--- config.mk ---
export PLATFORM = sky130hd
export DESIGN_NAME = plxc_exec
export DESIGN_NICKNAME = d
export VERILOG_FILES = /design/src/logic/plxc_exec.v
export VERILOG_INCLUDE_DIRS = /design/src /design/src/pkg
export SDC_FILE = /design/constraint.sdc
export NUM_CORES = 1
export LEC_CHECK = 0
export BUFFER_PORTS_ARGS = -buffer_cell sky130_fd_sc_hd__buf_2
export CAP_MARGIN = 25
export CORE_AREA = 2 2 79 156
export CTS_BUF_LIST = sky130_fd_sc_hd__clkbuf_16
export DETAILED_ROUTE_END_ITERATION = 8
export DIE_AREA = 0 0 81 158
export GPL_TIMING_DRIVEN = 0
export PLACE_DENSITY = 0.75
export REMOVE_ABC_BUFFERS = 1
export SYNTH_ARGS = -nofsm -noshare
export SYNTH_HDL_FRONTEND = slang
export SYNTH_SLANG_ARGS = --single-unit
--- constraint.sdc ---
create_clock -name clk_sys -period 2.9 [get_ports clk_sys]
set_input_delay 0.435 -clock clk_sys [delete_from_list [all_inputs] [get_ports clk_sys]]
set_output_delay 0.435 -clock clk_sys [all_outputs]
set_load 0.01 [all_outputs]
--- src/pkg/plxc_defines.vh ---
`ifndef PLXC_DEFINES_VH
`define PLXC_DEFINES_VH

// Opcode patterns
`define PLXC_OP_ADD_PTR_HI 8'he8
`define PLXC_OP_CALL_WORK 16'h0014
`define PLXC_F_PTR2_RET 2'h3

// Field positions in the instruction word
`define PLXC_HI_MSB 15
`define PLXC_HI_LSB 8
`define PLXC_F_MSB 7
`define PLXC_F_LSB 6
`define PLXC_K_MSB 5
`define PLXC_K_LSB 0

// Widths
`define PLXC_PTR_W 12
`define PLXC_PC_W 21
`define PLXC_RET_OFS 21'h000002

// Reset values
`define PLXC_PTR_RST 12'h000
`define PLXC_PC_RST 21'h000000

`endif

--- src/logic/plxc_exec.v ---
// What this block does
// - Add-pointer adds unsigned 6-bit k to pointer chosen by f, writes back.
// - High byte 1110 1000 with f equal 11 decodes add-pointer-2-and-return.
// - Add-pointer-2-and-return adds k to pointer 2, stores in pointer 2.
// - Then it returns: program counter loads the return stack top.
// - Add-pointer-2-and-return takes two cycles; second cycle is a no-operation.
// - Call-via-working-reg pushes program counter plus 2 onto return stack.
// - Call-via-working-reg puts working reg into pc low byte; old byte lost.
// - Call copies high latch to pc high byte, upper latch to upper bits.
// - Call's second cycle is a no-operation while the target is fetched.
// - Call offers no shadow save of working, status or bank select regs.
// - Call decodes from opcode 0000 0000 0001 0100, completes in 2 cycles.
// - These instructions are recognised only when extended set is enabled.
`timescale 1ns/100ps
`default_nettype none
`include "plxc_defines.vh"

module plxc_exec (
	// Clock and reset
	input wire clk_sys,
	input wire rst,
	// Configuration
	input wire extended_set_enable,
	// Instruction from the fetch stage, one per instruction cycle
	input wire instr_valid,
	input wire [15:0] instr_word,
	// Core state read by the block
	input wire [`PLXC_PC_W-1:0] pc_current,
	input wire [`PLXC_PC_W-1:0] return_stack_top,
	input wire [7:0] working_reg,
	input wire [7:0] pc_high_latch,
	input wire [4:0] pc_upper_latch,
	// Pointer register writes
	output reg ptr_we,
	output reg [1:0] ptr_sel,
	output reg [`PLXC_PTR_W-1:0] ptr_wdata,
	// Program counter load and return stack push
	output reg pc_load,
	output reg [`PLXC_PC_W-1:0] pc_next,
	output reg stack_push,
	output reg [`PLXC_PC_W-1:0] stack_push_data,
	// Second-cycle no-operation and status
	output reg nop_cycle,
	output reg instr_taken,
	output wire status_write_en,
	output wire shadow_save_en,
	// Pointer register contents
	output wire [`PLXC_PTR_W-1:0] pointer_reg_0,
	output wire [`PLXC_PTR_W-1:0] pointer_reg_1,
	output wire [`PLXC_PTR_W-1:0] pointer_reg_2
);

////////////////////////////////////////////////////////////////////////////////

localparam ST_EXEC = 1'b0;
localparam ST_NOP = 1'b1;

reg state;
reg next_state;

// Next values of the registered outputs
reg next_ptr_we;
reg [1:0] next_ptr_sel;
reg [`PLXC_PTR_W-1:0] next_ptr_wdata;
reg next_pc_load;
reg [`PLXC_PC_W-1:0] next_pc_next;
reg next_stack_push;
reg [`PLXC_PC_W-1:0] next_stack_push_data;
reg next_nop_cycle;
reg next_instr_taken;

// Pointer bank, pointer n in field n
wire [3*`PLXC_PTR_W-1:0] ptr_bank;
reg [2:0] ptr_hit;
reg [1:0] sel_idx;
reg [`PLXC_PTR_W-1:0] sel_value;
wire [`PLXC_PTR_W-1:0] ptr_sum;

// Decode
wire [7:0] op_hi;
wire [1:0] op_f;
wire [5:0] op_k;
wire [`PLXC_PTR_W-1:0] k_ext;
wire take;
wire hit_hi;
wire dec_add;
wire dec_ret;
wire dec_call;
wire ptr_write;

////////////////////////////////////////////////////////////////////////////////

assign op_hi = instr_word[`PLXC_HI_MSB:`PLXC_HI_LSB];
assign op_f = instr_word[`PLXC_F_MSB:`PLXC_F_LSB];
assign op_k = instr_word[`PLXC_K_MSB:`PLXC_K_LSB];
assign k_ext = {{(`PLXC_PTR_W-6){1'b0}}, op_k};

// An instruction arriving in the flush cycle is the discarded prefetch
assign take = instr_valid && extended_set_enable && (state == ST_EXEC);
assign hit_hi = take && (op_hi == `PLXC_OP_ADD_PTR_HI);
assign dec_add = hit_hi && (op_f != `PLXC_F_PTR2_RET);
assign dec_ret = hit_hi && (op_f == `PLXC_F_PTR2_RET);
assign dec_call = take && (instr_word == `PLXC_OP_CALL_WORK);
assign ptr_write = dec_add || dec_ret;

////////////////////////////////////////////////////////////////////////////////

// The return form always works on pointer 2, whatever f holds
always @* begin
	sel_idx = op_f;
	if (dec_ret) begin
		sel_idx = 2'h2;
	end
end

always @* begin
	case (sel_idx)
	2'h0: begin
		sel_value = ptr_bank[`PLXC_PTR_W-1:0];
	end
	2'h1: begin
		sel_value = ptr_bank[2*`PLXC_PTR_W-1:`PLXC_PTR_W];
	end
	default: begin
		sel_value = ptr_bank[3*`PLXC_PTR_W-1:2*`PLXC_PTR_W];
	end
	endcase
end

// One-hot write strobe, so each pointer has a single writer
always @* begin
	ptr_hit = 3'h0;
	if (ptr_write) begin
		case (sel_idx)
		2'h0: begin
			ptr_hit = 3'h1;
		end
		2'h1: begin
			ptr_hit = 3'h2;
		end
		default: begin
			ptr_hit = 3'h4;
		end
		endcase
	end
end

// Carry out of the top bit is dropped: pointers wrap and no flag is made
assign ptr_sum = sel_value + k_ext;

////////////////////////////////////////////////////////////////////////////////

genvar gi;
generate
	for (gi = 0; gi < 3; gi = gi + 1) begin : g_ptr
		reg [`PLXC_PTR_W-1:0] ptr_q;
		always @(posedge clk_sys) begin
			if (rst) begin
				ptr_q <= `PLXC_PTR_RST;
			end else if (ptr_hit[gi]) begin
				ptr_q <= ptr_sum;
			end
		end
		assign ptr_bank[gi*`PLXC_PTR_W +: `PLXC_PTR_W] = ptr_q;
	end
endgenerate

assign pointer_reg_0 = ptr_bank[`PLXC_PTR_W-1:0];
assign pointer_reg_1 = ptr_bank[2*`PLXC_PTR_W-1:`PLXC_PTR_W];
assign pointer_reg_2 = ptr_bank[3*`PLXC_PTR_W-1:2*`PLXC_PTR_W];

// Tied off: none of these instructions touch status or shadow copies
assign status_write_en = 1'b0;
assign shadow_save_en = 1'b0;

////////////////////////////////////////////////////////////////////////////////

always @* begin
	next_state = state;
	next_ptr_we = ptr_write;
	next_ptr_sel = ptr_sel;
	next_ptr_wdata = ptr_wdata;
	next_pc_load = 1'b0;
	next_pc_next = pc_next;
	next_stack_push = 1'b0;
	next_stack_push_data = stack_push_data;
	next_nop_cycle = 1'b0;
	next_instr_taken = ptr_write || dec_call;
	if (ptr_write) begin
		next_ptr_sel = sel_idx;
		next_ptr_wdata = ptr_sum;
	end
	case (state)
	ST_EXEC: begin
		if (dec_ret) begin
			// Pointer update and return issue together; one flush follows
			next_pc_load = 1'b1;
			next_pc_next = return_stack_top;
			next_state = ST_NOP;
		end else if (dec_call) begin
			next_stack_push = 1'b1;
			next_stack_push_data = pc_current + `PLXC_RET_OFS;
			next_pc_load = 1'b1;
			// Old low byte is simply overwritten, never saved
			next_pc_next = {pc_upper_latch, pc_high_latch, working_reg};
			next_state = ST_NOP;
		end
	end
	ST_NOP: begin
		// The prefetched word is thrown away while the target is fetched
		next_nop_cycle = 1'b1;
		next_state = ST_EXEC;
	end
	default: begin
		next_state = ST_EXEC;
	end
	endcase
end

////////////////////////////////////////////////////////////////////////////////

always @(posedge clk_sys) begin
	if (rst) begin
		state <= ST_EXEC;
		ptr_we <= 1'b0;
		ptr_sel <= 2'h0;
		ptr_wdata <= `PLXC_PTR_RST;
		pc_load <= 1'b0;
		pc_next <= `PLXC_PC_RST;
		stack_push <= 1'b0;
		stack_push_data <= `PLXC_PC_RST;
		nop_cycle <= 1'b0;
		instr_taken <= 1'b0;
	end else begin
		state <= next_state;
		ptr_we <= next_ptr_we;
		ptr_sel <= next_ptr_sel;
		ptr_wdata <= next_ptr_wdata;
		pc_load <= next_pc_load;
		pc_next <= next_pc_next;
		stack_push <= next_stack_push;
		stack_push_data <= next_stack_push_data;
		nop_cycle <= next_nop_cycle;
		instr_taken <= next_instr_taken;
	end
end

endmodule
`default_nettype wire

==> results.toml <==
[global_routing]
grt_usage = 0.205
grt_pass1_wl_um = 20500
antenna_found_initial = 0
grt_max_degree = 91
grt_pass1_vias = 4312
grt-ovfl-total = 0

[timing]
setup_viol = 0
skew_ns = 0.00976
min_period_over_period = 0.938
final_hold_viol_count = 0
finalMaxSlewViolations = 0
period_minus_slack_ns = 2.72
worstMarginPinSlew_ns = 0.964
relSlewSlack = 0.354
max_freq_mhz = 367
fin_ws_ns = 0.178
rsz0062_at_grt = "no"

[run_status]
status = "completed"

[placement]
dpl.hpwl_um = 9710
placed_area_um2 = 5520
place_ws_ns = -0.405
port_buffers = 179
place_congestion = 0.808

[power]
swShare = 0.222
power_frac_seq = 0.481
pwr-share-comb = 0.057
clockPowerShare = 0.462
power.leakage_nw = 2.47
switchingPower_uw = 614
p_per_area_nw_per_um2 = 473
vdd_drop_max_mv = 0.262
p_int_mw = 2.15
power_mw = 2.77

[run]
drv_cap = 0

[setup_path]
cp_cell_sequence = "buf_4, mux2i_1, o21ai_0, ha_1, inv_1, fa_1, nand2b_1, a21oi_1, nor2_1, nand3b_1, xor2_1, a211oi_1"
cp-end-kind = "flop"
crit_required_ns = 3.08
worst_r2r_path_depth = 11
slowest_delay_ns = 0.44
cp.arrival_ns = 2.90
cp-start-kind = "input port"
worstSetupPathType = "in2reg"
critPathMaxFanout = 19
cp_slowest_cell = "fa_1"

[floorplanning]
ios = 182
start_util = 0.390
rows = 56
core_um2 = 11600
dieArea_um2 = 12800
die_y_um = 158
die_x_um = 81

[cells_and_area]
fillers = 1181
regArea_um2 = 1940
fin_nets = 783
area_growth_pct = 28.9
drive_gt1_frac = 0.294
antenna_cells = 0
multiInputGateArea_um2 = 2420
stdcell_area_um2 = 5850

[clocking]
path_clk_slew_ns = 0.07
ctsHoldBuffers = 0
clock_latency_ns = 0.34
cts_root_buf = "clkbuf_16"
htree_levels = 3
postCtsSetupRepairBufs = 0
cts_buffers = 9
cts.sinks = 97
cts_max_path_buffers = 2
tritoncts = "done"

[synthesis]
synth.avg_cell_area_um2 = 8.51
synth_top_area_frac = 0.428
synth-seq-cells = 97
synth_area_um2 = 4540
synth_top_cell_by_area = "dfxtp_1"
synthCells = 533
yosysSeqAreaShare = 0.428
netlist_top_cells_area = "dfxtp_1, a211oi_1, mux2i_1, nor2_1, nand2_1"
yosysUniqueCellTypes = 45
yosys_warnings = 0

[drt]
drtPass1Iterations = 4
via_per_inst = 5.20
drt-total-wl_um = 13400
drt_iter0_drc = 240
vias = 4375
wire_per_inst_um = 15.9
final_antenna_net_count = 0
drc = 0

[min_path]
hp-class = "in2reg"
min_path_cells = 2
cell type report:
cell class,instances,share of cell area
sequential,97,0.332
timing repair buffer,182,0.165
multi-input combinational,397,0.414
inverter,5,0.00321
clock inverter,7,0.0158
tap,145,0.0310
clock buffer,9,0.0385
kinds of logic (layout without fill, tap and decap cells):
group	count (synthesis)	count (layout)	share of synthesized area
AO/OA/AOI/OAI	116	116	0.165
AND/OR/NAND/NOR	205	206	0.204
other	1	2	0.000827
XOR/XNOR	29	29	0.0560
adder cells (fa/ha/maj)	8	8	0.0237
buffers and inverters	41	203	0.0425
flip-flops	97	97	0.428
multiplexers	36	36	0.0797
per-stage QoR:
stage               hold slack, ns   util  instances  setup TNS [ns]
global route                 0.298  0.503        842               0
detailed placement           0.448  0.474        825           -9.28
finish                       0.294  0.503        842               0
global placement             0.440  0.468        822          -59.51
CTS                          0.289  0.502        841               0
floorplan                    0.474      -        498           -5.75
cell usage after synthesis, drive strengths merged:
library cell,count
or3,5
a21oi,34
o21ai,16
nand2b,2
nand3,9
or4,1
nand4,5
and3,7
ha,7
buf,16
xnor2,15
a21o,3
fa,1
conb,1
nor4bb,1
o21a,1
nor4,1
and4,1
mux2,1
dfxtp,97
nor2b,1
nand2,72
mux2i,35
nor2,84
nand3b,3
o2111ai,1
nor3b,2
clkbuf,20
a21boi,1
and2,2
xor2,14
a211oi,54
and4b,1
a311oi,2
o211ai,4
inv,5
nor3,8
flip-flops by register name, summed over array words and instances, names as in the netlist:
signal	cells
instr_taken	1
nop_cycle	1
pc_load	1
pc_next	21
pointer_reg_0	12
pointer_reg_1	12
pointer_reg_2	12
ptr_sel	2
ptr_wdata	12
ptr_we	1
stack_push	1
stack_push_data	21
critical path: cells and delay by family:
family / cells / cell delay (ns)
fa+ha+maj: 2 / 0.64
mux: 1 / 0.12
buf+inv: 2 / 0.34
xor+xnor: 1 / 0.34
compound gates: 3 / 0.46
simple gates: 3 / 0.53
power groups by stage:
stage	Clock, mW	Sequential (mW)	Combinational (mW)
after floorplan	0	1.36	0.0410
after global placement	0	1.36	0.148
after detailed placement	0	1.36	0.155
after CTS	1.30	1.33	0.156
after global routing	1.36	1.33	0.172
final	1.28	1.33	0.157
path summary, 6_finish.rpt:
| check | start | to | slack [ns] |
|---|---|---|---|
| max | instr_word[6] | ptr_wdata[10]$_SDFFE_PP0P_ | 0.18 |
| min | pc_current[1] | stack_push_data[1]$_SDFFE_PP0P_ | 0.29 |
| max reg2reg | pointer_reg_1[0]$_SDFFE_PP0P_ | ptr_wdata[10]$_SDFFE_PP0P_ | 0.23 |
| min reg2reg | ptr_wdata[0]$_SDFFE_PP0P_ | ptr_wdata[0]$_SDFFE_PP0P_ | 0.46 |
cell usage in the layout, fill, tap and decap left out, types with 2 or more instances in the layout:
| cell type | netlist | layout |
|---|---|---|
| nand2b_1 | 2 | 2 |
| buf_2 | 7 | 176 |
| nand3_1 | 9 | 9 |
| or3_1 | 5 | 5 |
| clkbuf_16 | 0 | 9 |
| xor2_1 | 14 | 14 |
| ha_1 | 7 | 7 |
| a21o_1 | 3 | 3 |
| a211oi_1 | 54 | 54 |
| nand4_1 | 5 | 5 |
| buf_4 | 4 | 2 |
| bufinv_16 | 0 | 2 |
| nor3_4 | 1 | 2 |
| mux2i_1 | 35 | 35 |
| nor2_1 | 82 | 82 |
| nor2_2 | 2 | 2 |
| inv_1 | 5 | 5 |
| o21ai_0 | 15 | 15 |
| xnor2_1 | 15 | 15 |
| nand3b_1 | 3 | 3 |
| nor3_1 | 6 | 6 |
| dfxtp_1 | 97 | 97 |
| a21oi_1 | 34 | 34 |
| nand2_1 | 72 | 72 |
| a311oi_1 | 2 | 2 |
| and2_1 | 2 | 2 |
| conb_1 | 1 | 2 |
| clkinv_1 | 0 | 2 |
| o211ai_1 | 4 | 4 |
| and3_1 | 7 | 6 |
routing by layer:
metal	vias up	global-route usage	share of wire
li1	2172	-	-
met1	2033	0.212	0.35
met2	149	0.384	0.56
met3	21	0.0485	0.064
met4	0	0.0839	0.026
met5	-	0	0
what timing repair did:
| item | 4_1_cts | 5_1_grt |
|---|---|---|
| cloned | 0 | 1 |
| gates resized for setup | 1 | 1 |
| endpoints found under the setup margin | 1 | 28 |
| pin swaps | 0 | 1 |
Power figures use the tool's default switching activity.
